[src/include/ssp_pkg.sv]
package ssp_pkg;

	// Setting pin band edges, in millivolts on the pin
	localparam logic [11:0] BAND1_MV = 12'd249;
	localparam logic [11:0] BAND2_MV = 12'd787;
	localparam logic [11:0] BAND3_MV = 12'd1348;
	localparam logic [11:0] BAND4_MV = 12'd1921;
	localparam logic [11:0] BAND5_MV = 12'd2779;

	// Requested bus voltage per band, in millivolts
	localparam logic [15:0] VREQ0_MV = 16'd5000;
	localparam logic [15:0] VREQ1_MV = 16'd9000;
	localparam logic [15:0] VREQ2_MV = 16'd12000;
	localparam logic [15:0] VREQ3_MV = 16'd15000;
	localparam logic [15:0] VREQ4_MV = 16'd19000;
	localparam logic [15:0] VREQ5_MV = 16'd20000;

	// Legacy acceptance window when both voltage settings are 5 V
	localparam logic [15:0] LEG5_LO_MV = 16'd4750;
	localparam logic [15:0] LEG5_HI_MV = 16'd5500;

	// Current steps, in milliamps
	localparam logic [15:0] COARSE_STEP_MA = 16'd1000;
	localparam logic [15:0] FINE1_MA       = 16'd250;
	localparam logic [15:0] FINE2_MA       = 16'd500;
	localparam logic [15:0] FINE3_MA       = 16'd750;
	localparam logic [15:0] FINE4_MA       = 16'd900;

	// Register offsets
	localparam logic [3:0] REG_CTRL     = 4'h0;
	localparam logic [3:0] REG_STATUS   = 4'h4;
	localparam logic [3:0] REG_SETTINGS = 4'h8;
	localparam logic [3:0] REG_REQUEST  = 4'hc;

	// Control register fields and reset value
	localparam int CTRL_FB_DIS  = 0;
	localparam int CTRL_LEG_DIS = 1;
	localparam int CTRL_OTP_EN  = 2;
	localparam int CTRL_HOST_EN = 3;
	localparam int CTRL_HOST_ON = 4;
	localparam logic [4:0] CTRL_RESET = 5'h00;

	typedef enum logic [5:0] {
		ST_SAMPLE   = 6'h01,
		ST_DETECT   = 6'h02,
		ST_EVAL     = 6'h04,
		ST_CONTRACT = 6'h08,
		ST_FALLBACK = 6'h10,
		ST_RECOVER  = 6'h20
	} ssp_state_e;

	typedef enum logic [2:0] {
		PR_NONE  = 3'h0,
		PR_PD    = 3'h1,
		PR_BC12  = 3'h2,
		PR_FC0   = 3'h3,
		PR_FC1   = 3'h4,
		PR_FC2   = 3'h5,
		PR_TYPEC = 3'h6
	} ssp_proto_e;

	typedef struct packed {
		logic       done;
		logic       pd;
		logic       bc12;
		logic [2:0] fc;
	} ssp_detect_s;

	typedef struct packed {
		logic        valid;
		logic        contract;
		logic [15:0] mv;
		logic [15:0] ma;
	} ssp_offer_s;

	typedef struct packed {
		logic ov;
		logic uv;
		logic oc;
		logic hot;
		logic conn_ov;
	} ssp_guard_s;

endpackage

[src/rtl/ssp_sink_policy.sv]
// Operation
// RQ1: Decode each voltage setting pin level into 5, 9, 12, 15, 19 or 20 V.
// RQ2: Decode the coarse current pin into 0 to 5 A using the same bands.
// RQ3: Decode the fine current pin into +0/250/500/750/900 mA added to coarse.
// RQ4: If minimum exceeds maximum, the maximum setting bounds both window edges.
// RQ5: Fault high on no PD contract with min not 5 V, no voltage fit, low current.
// RQ6: Fault high on bus out of limits, overcurrent, or overtemperature when enabled.
// RQ7: Fault holds its level during renegotiation, updates once the outcome is known.
// RQ8: Fallback gate on when the contract falls back to 5 V on mismatch.
// RQ9: Fallback gate stays off when 5 V is already an accepted supply.
// RQ10: Fallback gate stays off while the connector 5 V input is overvoltage.
// RQ11: A configuration bit disables the fallback gate entirely.
// RQ12: Main gate on when the adapter matches the voltage window and current.
// RQ13: Main gate off at once on bus overvoltage or undervoltage.
// RQ14: Host may turn the main gate on or off regardless of the policy.
// RQ15: Protocol order is PD, BC1.2, three fast-charge schemes, then Type-C only.
// RQ16: PD and BC1.2 detection run together; PD wins when present.
// RQ17: The legacy select strap enables all legacy schemes or BC1.2 only.
// RQ18: Pull-up on the select strap means BC1.2 only; floating means all.
// RQ19: Legacy uses the same settings; 5 V settings accept 4.75 V to 5.5 V.
// RQ20: Legacy adapter short of the need gives a 5 V contract and fallback gate.
// RQ21: A configuration bit disables all legacy negotiation.
// RQ22: On a fault, remove output power and attempt a protocol reset.
// RQ23: Setting pins are sampled after reset and held stable.
// RQ24: Main and fallback gates are never on together.
module ssp_sink_policy
	import ssp_pkg::*;
(
	// Clock and reset
	input  wire  logic        clk_i,
	input  wire  logic        reset_n_i,
	// Setting pin levels, millivolts, and the legacy select strap
	input  wire  logic [11:0] min_voltage_setting_i,
	input  wire  logic [11:0] max_voltage_setting_i,
	input  wire  logic [11:0] coarse_current_setting_i,
	input  wire  logic [11:0] fine_current_setting_i,
	input  wire  logic        legacy_select_pullup_i,
	// Adapter detection and offers
	input  wire  ssp_detect_s detect_i,
	input  wire  ssp_offer_s  offer_i,
	input  wire  logic        renegotiating_i,
	// Protection monitors
	input  wire  ssp_guard_s  guard_i,
	// Register port
	input  wire  logic [3:0]  reg_addr_i,
	input  wire  logic [31:0] reg_wdata_i,
	input  wire  logic        reg_wr_i,
	input  wire  logic        reg_rd_i,
	output logic [31:0]       reg_rdata_o,
	// Negotiation control
	output ssp_proto_e        proto_o,
	output logic              negotiate_o,
	output logic [15:0]       req_min_mv_o,
	output logic [15:0]       req_max_mv_o,
	output logic [15:0]       req_ma_o,
	output logic              protocol_reset_o,
	// Power path and indication
	output logic              fault_o,
	output logic              main_power_gate_enable_o,
	output logic              fallback_power_gate_enable_o
);

	function automatic logic [2:0] band_code(input logic [11:0] mv);
		logic [2:0] code;
		code = 3'd0;
		if (mv >= BAND1_MV) code = 3'd1;
		if (mv >= BAND2_MV) code = 3'd2;
		if (mv >= BAND3_MV) code = 3'd3;
		if (mv >= BAND4_MV) code = 3'd4;
		if (mv >= BAND5_MV) code = 3'd5;
		return code;
	endfunction

	function automatic logic [15:0] code_mv(input logic [2:0] code);
		logic [15:0] mv;
		mv = VREQ0_MV;
		unique case (code)
			3'd1:    mv = VREQ1_MV;
			3'd2:    mv = VREQ2_MV;
			3'd3:    mv = VREQ3_MV;
			3'd4:    mv = VREQ4_MV;
			3'd5:    mv = VREQ5_MV;
			default: mv = VREQ0_MV;
		endcase
		return mv;
	endfunction

	// Decoded settings, frozen after the first edge past reset release
	logic       sampled_r;
	logic [2:0] vmin_code_r;
	logic [2:0] vmax_code_r;
	logic [2:0] coarse_code_r;
	logic [2:0] fine_code_r;
	logic       bc12_only_r;

	always_ff @(posedge clk_i or negedge reset_n_i) begin
		if (!reset_n_i) begin
			sampled_r     <= 1'b0;
			vmin_code_r   <= 3'd0;
			vmax_code_r   <= 3'd0;
			coarse_code_r <= 3'd0;
			fine_code_r   <= 3'd0;
			bc12_only_r   <= 1'b0;
		end else if (!sampled_r) begin
			sampled_r     <= 1'b1; // RQ23
			vmin_code_r   <= band_code(min_voltage_setting_i); // RQ1
			vmax_code_r   <= band_code(max_voltage_setting_i); // RQ1
			coarse_code_r <= band_code(coarse_current_setting_i); // RQ2
			// Fine pin saturates at its fifth band
			fine_code_r   <= (band_code(fine_current_setting_i) > 3'd4) ? 3'd4 :
				band_code(fine_current_setting_i); // RQ3
			bc12_only_r   <= legacy_select_pullup_i; // RQ18
		end
	end

	// Voltage window and current requirement
	logic [2:0]  lo_code;
	logic [15:0] win_lo_mv;
	logic [15:0] win_hi_mv;
	logic [15:0] fine_ma;
	logic [15:0] need_ma;
	logic        both_5v;
	logic        accept_5v;

	always_comb begin
		lo_code = (vmin_code_r > vmax_code_r) ? vmax_code_r : vmin_code_r; // RQ4
		win_lo_mv = code_mv(lo_code);
		win_hi_mv = code_mv(vmax_code_r);
		unique case (fine_code_r)
			3'd1:    fine_ma = FINE1_MA;
			3'd2:    fine_ma = FINE2_MA;
			3'd3:    fine_ma = FINE3_MA;
			3'd4:    fine_ma = FINE4_MA;
			default: fine_ma = 16'h0000;
		endcase
		need_ma = 16'(COARSE_STEP_MA * 16'(coarse_code_r)) + fine_ma; // RQ3
	end

	assign both_5v   = (lo_code == 3'd0) && (vmax_code_r == 3'd0);
	assign accept_5v = (lo_code == 3'd0);

	// Control register
	logic [4:0] ctrl_r;

	always_ff @(posedge clk_i or negedge reset_n_i) begin
		if (!reset_n_i) begin
			ctrl_r <= CTRL_RESET;
		end else if (reg_wr_i && reg_addr_i == REG_CTRL) begin
			ctrl_r <= reg_wdata_i[4:0];
		end
	end

	logic leg_en;
	logic fc_en;
	assign leg_en = !ctrl_r[CTRL_LEG_DIS]; // RQ21
	assign fc_en  = leg_en && !bc12_only_r; // RQ17

	// Policy state, declared ahead of the offer logic that reads the chosen protocol
	ssp_state_e state_r;
	ssp_state_e state_nxt;
	ssp_proto_e proto_r;
	ssp_proto_e proto_nxt;
	logic       nego_fault_r;
	logic       nego_fault_nxt;

	// Offer evaluation against the window
	logic is_legacy;
	logic volt_fit;
	logic curr_fit;
	logic pd_no_contract;

	always_comb begin
		is_legacy = (proto_r != PR_PD) && (proto_r != PR_TYPEC);
		if (is_legacy && both_5v) begin
			volt_fit = (offer_i.mv >= LEG5_LO_MV) && (offer_i.mv <= LEG5_HI_MV); // RQ19
		end else begin
			volt_fit = (offer_i.mv >= win_lo_mv) && (offer_i.mv <= win_hi_mv); // RQ19
		end
		curr_fit = (offer_i.ma >= need_ma);
		pd_no_contract = (proto_r == PR_PD) && !offer_i.contract;
	end

	logic guard_trip;
	logic bus_bad;
	assign bus_bad    = guard_i.ov || guard_i.uv;
	assign guard_trip = bus_bad || guard_i.oc || (ctrl_r[CTRL_OTP_EN] && guard_i.hot); // RQ6

	// Policy state machine
	always_comb begin
		state_nxt      = state_r;
		proto_nxt      = proto_r;
		nego_fault_nxt = nego_fault_r;
		unique case (state_r)
			ST_SAMPLE: begin
				if (sampled_r) state_nxt = ST_DETECT;
			end
			ST_DETECT: begin
				if (detect_i.done) begin
					state_nxt = ST_EVAL;
					// PD is checked before BC1.2 although both are detected together
					if (detect_i.pd)                    proto_nxt = PR_PD; // RQ16
					else if (leg_en && detect_i.bc12)   proto_nxt = PR_BC12; // RQ15
					else if (fc_en && detect_i.fc[0])   proto_nxt = PR_FC0; // RQ15
					else if (fc_en && detect_i.fc[1])   proto_nxt = PR_FC1; // RQ15
					else if (fc_en && detect_i.fc[2])   proto_nxt = PR_FC2; // RQ15
					else                                proto_nxt = PR_TYPEC; // RQ15
				end
			end
			ST_EVAL: begin
				if (offer_i.valid) begin
					if (pd_no_contract) begin
						nego_fault_nxt = !accept_5v; // RQ5
						state_nxt      = ST_FALLBACK;
					end else if (volt_fit && curr_fit) begin
						nego_fault_nxt = 1'b0;
						state_nxt      = ST_CONTRACT; // RQ12
					end else begin
						nego_fault_nxt = 1'b1; // RQ5
						state_nxt      = ST_FALLBACK; // RQ20
					end
				end
			end
			ST_CONTRACT, ST_FALLBACK: begin
				if (guard_trip) begin
					state_nxt = ST_RECOVER; // RQ22
				end else if (renegotiating_i) begin
					state_nxt = ST_EVAL;
				end
			end
			ST_RECOVER: begin
				state_nxt = ST_DETECT; // RQ22
				proto_nxt = PR_NONE;
			end
		endcase
	end

	always_ff @(posedge clk_i or negedge reset_n_i) begin
		if (!reset_n_i) begin
			state_r      <= ST_SAMPLE;
			proto_r      <= PR_NONE;
			nego_fault_r <= 1'b0;
		end else begin
			state_r      <= state_nxt;
			proto_r      <= proto_nxt;
			nego_fault_r <= nego_fault_nxt;
		end
	end

	// Fault indication; frozen while a contract is being renegotiated
	logic fault_r;
	logic fault_nxt;
	assign fault_nxt = nego_fault_r || guard_trip; // RQ5 RQ6

	always_ff @(posedge clk_i or negedge reset_n_i) begin
		if (!reset_n_i) begin
			fault_r <= 1'b0;
		end else if (!renegotiating_i && state_r != ST_EVAL) begin
			fault_r <= fault_nxt; // RQ7
		end
	end

	// Protocol reset request toward the adapter link
	logic proto_rst_r;

	always_ff @(posedge clk_i or negedge reset_n_i) begin
		if (!reset_n_i) begin
			proto_rst_r <= 1'b0;
		end else begin
			proto_rst_r <= (state_nxt == ST_RECOVER) && (state_r != ST_RECOVER); // RQ22
		end
	end

	// Gate drives
	logic auto_main;
	logic main_on;
	logic fb_on;

	always_comb begin
		auto_main = (state_r == ST_CONTRACT); // RQ12
		if (ctrl_r[CTRL_HOST_EN]) begin
			main_on = ctrl_r[CTRL_HOST_ON]; // RQ14
		end else begin
			main_on = auto_main;
		end
		// Combinational cut so a bus excursion opens the gate without a cycle of delay
		if (bus_bad) main_on = 1'b0; // RQ13
		fb_on = (state_r == ST_FALLBACK) // RQ8
			&& !accept_5v // RQ9
			&& !guard_i.conn_ov // RQ10
			&& !ctrl_r[CTRL_FB_DIS] // RQ11
			&& !main_on; // RQ24
	end

	// Register read port
	logic [31:0] rdata_r;

	always_ff @(posedge clk_i or negedge reset_n_i) begin
		if (!reset_n_i) begin
			rdata_r <= 32'h0000_0000;
		end else if (reg_rd_i) begin
			unique case (reg_addr_i)
				REG_CTRL:     rdata_r <= {27'h000_0000, ctrl_r};
				REG_STATUS:   rdata_r <= {16'h0000, 2'b00, state_r, proto_r, fault_r,
					fb_on, main_on, nego_fault_r, bc12_only_r};
				REG_SETTINGS: rdata_r <= {20'h0_0000, fine_code_r, coarse_code_r,
					vmax_code_r, vmin_code_r};
				REG_REQUEST:  rdata_r <= {need_ma, win_lo_mv};
				default:      rdata_r <= 32'h0000_0000;
			endcase
		end
	end

	assign reg_rdata_o                  = rdata_r;
	assign proto_o                      = proto_r;
	assign negotiate_o                  = (state_r == ST_EVAL);
	assign req_min_mv_o                 = win_lo_mv;
	assign req_max_mv_o                 = win_hi_mv;
	assign req_ma_o                     = need_ma;
	assign protocol_reset_o             = proto_rst_r;
	assign fault_o                      = fault_r;
	assign main_power_gate_enable_o     = main_on;
	assign fallback_power_gate_enable_o = fb_on;

endmodule // ssp_sink_policy

[config.mk]
export PLATFORM = sky130hd
export DESIGN_NAME = ssp_sink_policy
export DESIGN_NICKNAME = d
export VERILOG_FILES = /design/src/include/ssp_pkg.sv /design/src/rtl/ssp_sink_policy.sv
export SDC_FILE = /design/constraint.sdc
export NUM_CORES = 1
export LEC_CHECK = 0
export BUFFER_PORTS_ARGS = -buffer_cell sky130_fd_sc_hd__buf_2
export CAP_MARGIN = 20
export CORE_MARGIN = 2
export CORE_UTILIZATION = 46
export CTS_BUF_LIST = sky130_fd_sc_hd__clkbuf_4
export CTS_CLUSTER_SIZE = 25
export DETAILED_ROUTE_END_ITERATION = 10
export PLACE_DENSITY = 0.8
export REMOVE_ABC_BUFFERS = 1
export SLEW_MARGIN = 20
export SYNTH_ARGS = -nofsm -noshare
export SYNTH_HDL_FRONTEND = slang
export SYNTH_SLANG_ARGS = --single-unit
[constraint.sdc]
create_clock -name clk_i -period 4.63 [get_ports clk_i]
set_input_delay 0.6945 -clock clk_i [delete_from_list [all_inputs] [get_ports clk_i]]
set_output_delay 0.6945 -clock clk_i [all_outputs]
set_load 0.01 [all_outputs]
After elaboration in Yosys (flattened, before gate mapping)
Index checks and enable logic that the tools add are counted.
{"block": "totals", "ff_bits": 63, "out_inout_bits": 88}
{"block": "op_classes", "mux": 47, "n_reduce_logical": 39, "addsub": 1, "mul": 1, "magnitude_cmp": 27, "eq_ne": 30}
{"operator": "$pmux W15 S5", "n": 2}
{"operator": "$pmux W32 S4", "n": 1}
{"operator": "$ge A12 B11 Y1 const B", "n": 8}
{"operator": "$mux W3", "n": 23}
{"operator": "$ge A12 B10 Y1 const B", "n": 4}
{"operator": "$ge A12 B12 Y1 const B", "n": 4}
{"operator": "$ge A12 B8 Y1 const B", "n": 4}
{"operator": "$pmux W10 S4", "n": 1}
{"operator": "$ge A16 B16 Y1", "n": 2}
{"operator": "$mux W6", "n": 5}
{"operator": "$pmux W6 S5", "n": 1}
{"operator": "$logic_and A1 B1 Y1", "n": 20}
{"operator": "$eq A3 B2 Y1 const B", "n": 6}
{"operator": "$add A13 B16 Y16", "n": 1}
{"operator": "$ge A16 B13 Y1 const B", "n": 1}
{"operator": "$le A16 B13 Y1 const B", "n": 1}
{"operator": "$le A16 B16 Y1", "n": 1}
{"operator": "$eq A3 B3 Y1 const B", "n": 5}
{"operator": "$eq A3 B1 Y1 const B", "n": 4}
{"operator": "$eq A6 B6 Y1 const B", "n": 2}
{"operator": "$mul A7 B3 Y10 const A", "n": 1}
{"operator": "$mux W5", "n": 2}
{"operator": "$mux W1", "n": 9}
{"operator": "$eq A4 B4 Y1 const B", "n": 2}
{"operator": "22 further kinds", "n": 35}

Longest topological paths before layout
Gate-level depths: netlist (run 1).
{"block": "depth", "ltp_word": 14, "mapped_depth": 21}

Worst setup path after synthesis (run 1)
OpenSTA, ideal clock, no wires.
{"block": "synth_path", "path_kind": "register to register", "from": "register coarse_code_r[0]", "to": "register nego_fault_r", "period_less_slack_ns": 4.590, "arrival_time_ns": 4.463, "required_ns": 4.503, "path_stages_with_launch": 19, "path_buffers": 0, "path_slack_ns": 0.040, "cell_sequence": "dfrtp_1 fa_1 inv_1 fa_1 fa_1 inv_1 ha_1 or4_1 o21ai_0 nor3b_1 xor2_1 inv_1 ha_1 nand4_1 a211o_1 a31oi_1 o31ai_1 nor3_1 o31ai_1"}
{"block": "synth_via", "elab_chain_cells": 6}
{"element": "start, declared", "line_no": "ssp_sink_policy.sv:92", "rtl": "logic [2:0] coarse_code_r;"}
{"element": "start signal, assigned", "line_no": "ssp_sink_policy.sv:108", "rtl": "coarse_code_r <= band_code(coarse_current_setting_i);"}
{"element": "$mul A7 B3 Y10", "line_no": "ssp_sink_policy.sv:136", "rtl": "need_ma = 16'(COARSE_STEP_MA * 16'(coarse_code_r)) + fine_ma;"}
{"element": "$add A13 B16 Y16", "line_no": "ssp_sink_policy.sv:136"}
{"element": "named net req_ma_o[12]", "line_no": "ssp_sink_policy.sv:55", "rtl": "output logic [15:0] req_ma_o,"}
{"element": "$ge A16 B16 Y1", "line_no": "ssp_sink_policy.sv:179", "rtl": "curr_fit = (offer_i.ma >= need_ma);"}
{"element": "$logic_and A1 B1 Y1", "line_no": "ssp_sink_policy.sv:214", "rtl": "end else if (volt_fit && curr_fit) begin"}
{"element": "$mux W1", "line_no": "ssp_sink_policy.sv:214"}
{"element": "$mux W1", "line_no": "ssp_sink_policy.sv:211", "rtl": "if (pd_no_contract) begin"}
{"element": "end signal, assigned", "line_no": "ssp_sink_policy.sv:245", "rtl": "nego_fault_r <= nego_fault_nxt;"}
{"element": "end, declared", "line_no": "ssp_sink_policy.sv:163", "rtl": "logic nego_fault_r;"}
The timed path passes the listed nets, and every way through them passes these cells.
A chain may end at the register's enable or synchronous reset.

Worst setup path in the final report (run 1)
{"block": "layout_path", "from": "register coarse_code_r[0]", "to": "output req_ma_o[12]"}
{"block": "layout_via", "elab_chain_cells": 2}
{"element": "$mul A7 B3 Y10", "line_no": "ssp_sink_policy.sv:136"}
{"element": "$add A13 B16 Y16", "line_no": "ssp_sink_policy.sv:136"}
{"element": "end, declared", "line_no": "ssp_sink_policy.sv:55"}
No other way between the ends.

==> flow_summary_export.csv, run 1 <==
group,metric,value,unit
status,status,"finished, final reports clean",
timing,hold_ws,0.166,ns
floorplanning,die-area,12700,µm²
floorplanning,io_pins,223,
placed_design,place_ws,-0.129,ns
detailed_routing,dr.pass1.iters,5,
logic_synthesis,async_reset_ff_share,100,%
detailed_routing,drc,0,
worst_hold_path,hold_path_class,"input port to asynchronous set/reset pin",
finish,final_common_cell,"buf_2",
global_routing,antenna_found_initial,0,
cts,clock-sinks,59,
timing,slew_viol_final,0,
critical_path,cp_max_fo,3,
power,total_power,2540,µW
global_routing,grt_max_degree,47,
finish,drive_gt1_share,29.8,%
cts,hold_buffers,0,
power,cellLeakagePower,0.00342,µW
placed_design,place_area,6480,µm²
floorplanning,initial_core_util,47.4,%
global_routing,first_global_vias,5190,
timing,timing.fmax,225,MHz
timing,worst_pin_slew,0.789,ns
floorplanning,rows,39,
cts,htree_levels,3,
placed_design,hpwl,12.7,mm
finish,most-common-layout-cells,"178 x buf_2, 62 x inv_1, 58 x dfrtp_1, 55 x ha_1",
cts,clock_path_buffers,2,
placed_design,port_buffers,178,
logic_synthesis,syn_area_per_cell,8.41,µm²
timing,period_minus_slack,4.45,ns
critical_path,startpoint_type,"flop",
logic_synthesis,synth-edff-count,0,
critical_path,required,3.94,ns
timing,fin_setup_tns,0,ns
critical_path,cp.arrival,3.75,ns
timing,fin_crit_sh,96.1,%
floorplanning,core,11500,µm²
detailed_routing,ant_nets,0,
finish,final_nets,1029,
critical_path,path_class,"flop to output port",
global_routing,grt_pass1_wl,24.7,mm
cts,cts_root_buf,"clkbuf_4",
detailed_routing,wirelength,15.6,mm
logic_synthesis,synthCells,646,
detailed_routing,drt-initial-drc-count,401,
cts,post_cts.repair.setup_buffers,0,
cts,cts_tree,"done",
placed_design,place.gp.congestion,0.907,
finish,areaGrowthSynthToFinish,22.8,%
cts,path_clk_slew,0.13,ns
floorplanning,fp.dieH,113,µm
logic_synthesis,synthesis.area,5430,µm²
floorplanning,die_w,113,µm
logic_synthesis,synth-seq-area-share,27.2,%
finish,fillers,1073,
power,power-per-cell-area,380,nW/µm²
detailed_routing,vias_per_cell,5.63,
finish,antenna_cells,0,
run,maxCapViolations,0,
power,peakVddDrop,585,µV
logic_synthesis,synthFlopType,"dfrtp_1",
logic_synthesis,ys_seq_elements,59,
detailed_routing,via_count,5524,
logic_synthesis,synth.distinct_cells,73,
detailed_routing,post_drt_wl_per_cell,15.9,µm
timing,setup_ws,0.182,ns
timing,maxSlewHeadroom,46.9,%
critical_path,worstSetupEndpointType,"output port",
timing,rsz0062_at_grt,"no",
finish,fin_area,6670,µm²
cts,clock_latency,0.41,ns
finish,seq_area,1480,µm²
timing,skew,0.0316,ns
timing,setup_viol,0,
global_routing,grtUsageTotal,24.0,%
timing,finalHoldViolations,0,
cts,cts_buffers,9,
finish,multi_input_area,3620,µm²
logic_synthesis,yosys_warnings,0,
global_routing,grt_overflow,0,
==> synthesized netlist by cell type, types with 3 or more instances <==
cell type / n / share of area (%)
a211o_1: 6 / 0.97
mux2_2: 7 / 1.5
mux2i_1: 10 / 1.8
ha_1: 55 / 13
nor3_1: 23 / 2.1
a31oi_1: 8 / 0.92
buf_4: 17 / 2.3
nand2b_1: 10 / 1.2
nor2_1: 49 / 3.4
a2111oi_0: 5 / 0.81
or4_1: 3 / 0.41
o31ai_1: 8 / 1.1
or2_2: 3 / 0.35
a22o_1: 8 / 1.3
a21o_1: 13 / 1.8
nand2_1: 34 / 2.3
xnor2_1: 7 / 1.1
a21oi_1: 48 / 4.4
o21a_1: 8 / 1.1
nor2b_1: 15 / 1.7
o21bai_1: 3 / 0.41
o211ai_1: 5 / 0.69
a211oi_1: 3 / 0.41
or3_1: 3 / 0.35
clkbuf_1: 15 / 1.0
o21ai_0: 36 / 3.3
fa_1: 5 / 1.8
o2111ai_1: 4 / 0.64
nor3b_1: 3 / 0.41
inv_1: 62 / 4.3
nand4_1: 12 / 1.4
xor2_1: 8 / 1.3
a221o_1: 4 / 0.74
o2bb2ai_1: 11 / 1.8
nand4b_1: 3 / 0.48
nor4_1: 11 / 1.3
dfrtp_1: 58 / 27
nand3_1: 19 / 1.8
==> layer usage <==
metal | vias up | wire, µm | track usage [%] | share of wire, %
met2 | 212 | 7280 | 39.5 | 47
met5 | - | 0 | 0 | 0
met1 | 2581 | 7090 | 32.8 | 45
met3 | 20 | 1010 | 3.62 | 6.5
met4 | 0 | 257 | 6.91 | 1.6
li1 | 2711 | - | - | -
==> final cells by class <==
| cell class | count | area share [%] |
|---|---|---|
| Clock inverter | 7 | 0.788 |
| Inverter | 64 | 3.60 |
| Sequential cell | 59 | 22.1 |
| Timing Repair Buffer | 197 | 15.5 |
| Multi-Input combinational cell | 503 | 54.3 |
| Clock buffer | 9 | 1.01 |
| Tap cell | 143 | 2.68 |
==> per-stage QoR <==
step           std cells  util [%]
2_1_floorplan        626         -
3_3_place_gp         966      56.6
3_5_place_dp         966      56.6
4_1_cts              982      57.6
5_1_grt              982      58.2
6_report             982      58.2
==> power by group <==
part | leakage [µW] | total (µW) | internal, µW | switching (µW)
Sequential | 0.000760 | 674 | 582 | 91.6
Clock | 0.0000663 | 332 | 113 | 220
Combinational | 0.00259 | 1530 | 677 | 855
Total | 0.00342 | 2540 | 1370 | 1170
==> state kept, by name, summed over array words and instances (netlist names), 3 cells and up <==
register and flops:
ctrl_r 5, state_r 6, coarse_code_r 3, proto_o 3, vmin_code_r 3, reg_rdata_o 28
fine_code_r 3, vmax_code_r 3
==> cell families (layout without fill, tap and decap cells) <==
family / after synthesis / after routing / synth area share (%)
xor gates and xnor gates: 16 / 16 / 2.72
AOI/OAI and AO/OA: 190 / 190 / 24.2
buffers and inverters: 100 / 277 / 8.47
adders and majority gates: 60 / 60 / 14.5
DFF: 59 / 59 / 27.2
muxes: 18 / 18 / 3.57
other: 2 / 18 / 0.138
and+or+nand+nor: 201 / 201 / 19.2
==> critical path, cell delays in order, from the launching register on <==
cell     delay (ns)
dfrtp_1        0.41
fa_1           0.56
inv_1          0.08
fa_2           0.40
fa_1           0.48
inv_1          0.04
ha_1           0.21
or4_1          0.43
o21ai_2        0.21
nor3b_2        0.07
xor2_1         0.20
buf_4          0.15
buf_2          0.13
==> timing repair <==
| item | in CTS | in global routing |
|---|---|---|
| gates cloned | 0 | 0 |
| pin swaps | 0 | 5 |
| gates resized for setup | 2 | 12 |
| setup endpoints to repair | 2 | 5 |
==> final timing paths <==
check	startpoint	end	slack (ns)	cells past startpoint
min reg2reg	reg_rdata_o[27]$_DFFE_PN0P_	reg_rdata_o[27]$_DFFE_PN0P_	0.49	1
min	reset_n_i	reg_rdata_o[6]$_DFFE_PN0P_	0.17	1
max in group asynchronous	reset_n_i	reg_rdata_o[8]$_DFFE_PN0P_	3.52	2
max	coarse_code_r[0]$_DFFE_PN0N_	req_ma_o[12]	0.18	12
min in group clk_i	reg_rdata_o[27]$_DFFE_PN0P_	reg_rdata_o[27]$_DFFE_PN0P_	0.49	1
max reg2reg	coarse_code_r[0]$_DFFE_PN0N_	nego_fault_r$_DFFE_PN0P_	0.19	18
Power figures use the tool's default switching activity.
==> inputs of run 2 (changes only) <==
Settings changed: ABC_AREA set to 1, PLACE_DENSITY 0.8 to 0.79.
==> run 2 against run 1 <==
Area after synthesis increased by 3.2%. Synthesized cell count increased by 31%. Worst setup slack improved by 0.025 ns. Core utilization decreased by 0.86 points. Global-route usage decreased by 0.28 points. Flip-flop and latch count unchanged. Clock skew decreased by 0.021 ns. Die area increased by 3.1%. Sequential power decreased by 2%. Clock power increased by 11%.
==> flow_summary_export.csv, run 2 <==
group,metric,value,unit
cts,clock_path_buffers,2,
logic_synthesis,synthTopCellsByArea,"dfrtp_1 26%, nand2_1 15%, ha_1 12%",
critical_path,reg2reg_from,"coarse_code_r[0]$_DFFE_PN0N_",
floorplanning,io_pins,223,
logic_synthesis,synthCells,847,
finish,fillers,1177,
global_routing,grt_max_degree,48,
global_routing,first_global_vias,5503,
finish,drive_gt1_share,23.0,%
status,status,"finished, final reports clean",
global_routing,antenna_found_initial,0,
floorplanning,fp.dieH,114,µm
floorplanning,rows,40,
logic_synthesis,synthesis.area,5610,µm²
detailed_routing,drt-initial-drc-count,359,
finish,antenna_cells,0,
timing,setup_viol,0,
run,maxCapViolations,0,
timing,fin_crit_sh,95.5,%
finish,final_nets,1232,
finish,multi_input_area,3540,µm²
cts,htree_levels,3,
detailed_routing,via_count,6037,
critical_path,cp.arrival,3.73,ns
critical_path,cp_max_fo,4,
detailed_routing,ant_nets,0,
logic_synthesis,synth_commonest_cells,"220 x nand2_1, 137 x inv_1, 79 x nor2_1",
timing,period_minus_slack,4.42,ns
logic_synthesis,yosys_warnings,0,
timing,skew,0.0108,ns
finish,largest_reg_flops,28,
placed_design,hpwl,12.8,mm
logic_synthesis,synth-seq-area-share,26.3,%
cts,path_clk_slew,0.11,ns
critical_path,worstSetupEndpointType,"output port",
detailed_routing,post_drt_wl_per_cell,13.0,µm
cts,cts_buffers,9,
placed_design,place.gp.congestion,0.926,
cts,clock-sinks,59,
finish,areaGrowthSynthToFinish,22.2,%
critical_path,required,3.94,ns
logic_synthesis,synth.distinct_cells,49,
logic_synthesis,async_reset_ff_share,100,%
logic_synthesis,syn_area_per_cell,6.62,µm²
timing,setup_ws,0.207,ns
global_routing,grt_overflow,0,
placed_design,place_ws,0.0506,ns
timing,worst_pin_slew,0.647,ns
power,cellLeakagePower,0.00395,µW
power,power-per-cell-area,362,nW/µm²
critical_path,crit_path_start,"coarse_code_r[0]$_DFFE_PN0N_",
placed_design,port_buffers,178,
power,total_power,2480,µW
logic_synthesis,synth.most_common_cell,"nand2_1",
detailed_routing,wirelength,15.4,mm
finish,seq_area,1480,µm²
logic_synthesis,synth-edff-count,0,
finish,most-common-layout-cells,"219 x nand2_1, 178 x buf_2, 135 x inv_1, 78 x nor2_1, 58 x dfrtp_1",
timing,maxSlewHeadroom,56.6,%
cts,clock_latency,0.43,ns
global_routing,grt_pass1_wl,25.0,mm
detailed_routing,drc,0,
detailed_routing,vias_per_cell,5.08,
timing,slew_viol_final,0,
logic_synthesis,synth_area_leader_cell,"dfrtp_1",
floorplanning,core,12000,µm²
floorplanning,initial_core_util,46.9,%
cts,cts_tree,"done",
critical_path,startpoint_type,"flop",
logic_synthesis,ys_seq_elements,59,
timing,finalHoldViolations,0,
floorplanning,die-area,13100,µm²
logic_synthesis,yosysTopAreaCellShare,25.9,%
finish,final_common_cell,"nand2_1",
logic_synthesis,synthFlopType,"dfrtp_1",
cts,cts_root_buf,"clkbuf_4",
critical_path,path_class,"flop to output port",
power,peakVddDrop,222,µV
detailed_routing,dr.pass1.iters,5,
worst_hold_path,hold_path_class,"input port to asynchronous set/reset pin",
timing,timing.fmax,226,MHz
global_routing,grtUsageTotal,23.7,%
floorplanning,die_w,114,µm
run 2: critical path, stage by stage (launching register included):
cell	delay, ns
dfrtp_1	0.43
buf_6	0.14
ha_1	0.27
ha_2	0.17
inv_1	0.06
fa_2	0.40
fa_1	0.48
inv_1	0.06
ha_4	0.27
nand2_1	0.07
inv_2	0.07
nand4_1	0.07
nand2_1	0.07
inv_1	0.05
nor2_2	0.14
nand2_2	0.08
xor2_2	0.19
buf_4	0.14
buf_2	0.13
run 2: kinds of logic (layout without fill, tap and decap cells):
logic type / count (synthesis) / in the layout / share of synthesized area, %
compound gates: 137 / 137 / 14.2
xor+xnor: 6 / 6 / 0.937
fa+ha+maj: 60 / 60 / 14.1
buf+inv: 169 / 348 / 12.4
flops: 59 / 59 / 26.3
mux: 3 / 3 / 0.602
other cells: 2 / 18 / 0.134
simple gates: 411 / 411 / 31.3
run 2: layout make-up:
class | instances | share of cell area, %
clock buffers | 9 | 0.985
clock inverters | 7 | 1.00
inverters | 144 | 7.88
multi-input cells | 635 | 51.7
flip-flops and latches | 59 | 21.6
well taps | 147 | 2.68
repair buffers | 188 | 14.2
run 2: per-stage QoR:
stage	TNS (ns)	hold WS, ns	utilization (%)	cell area, µm²	std cells
2_1_floorplan	0	0.399	-	5510	838
3_3_place_gp	0	0.458	55.4	6630	1169
3_5_place_dp	0	0.461	55.4	6630	1169
4_1_cts	0	0.115	56.6	6770	1185
5_1_grt	-0.0411	0.130	57.3	6860	1189
6_report	0	0.121	57.3	6860	1189
run 2: repair_timing:
action | 4_1_cts | 5_1_grt
endpoints found under the setup margin | 0 | 4
gates resized for setup | 0 | 15
hold buffers | 0 | 0
endpoints found under the hold margin | 0 | 0
setup buffers | 0 | 4
run 2: final timing paths:
path / cells past startpoint / slack [ns] / to
min in group clk_i: 2 / 0.48 / reg_rdata_o[12]$_DFFE_PN0P_
min reg2reg: 2 / 0.48 / reg_rdata_o[12]$_DFFE_PN0P_
max: 18 / 0.21 / req_ma_o[12]
min: 1 / 0.12 / reg_rdata_o[28]$_DFFE_PN0P_
max reg2reg: 25 / 0.28 / state_r[4]$_DFF_PN0_
max in group asynchronous: 2 / 3.61 / reg_rdata_o[3]$_DFFE_PN0P_
run 2: power by group:
group	switching [µW]	total [µW]	internal, µW
clock network	209	370	161
registers	73.3	658	584
logic	899	1460	557
run 2: metal layers:
metal	wire length [µm]	part of all wire (%)	up-vias	global-route usage (%)
li1	-	-	3104	-
met1	7150	46	2717	32.0
met5	0	0	-	0
met3	1060	6.8	22	5.03
met4	301	1.9	0	6.91
met2	6940	45	194	38.3
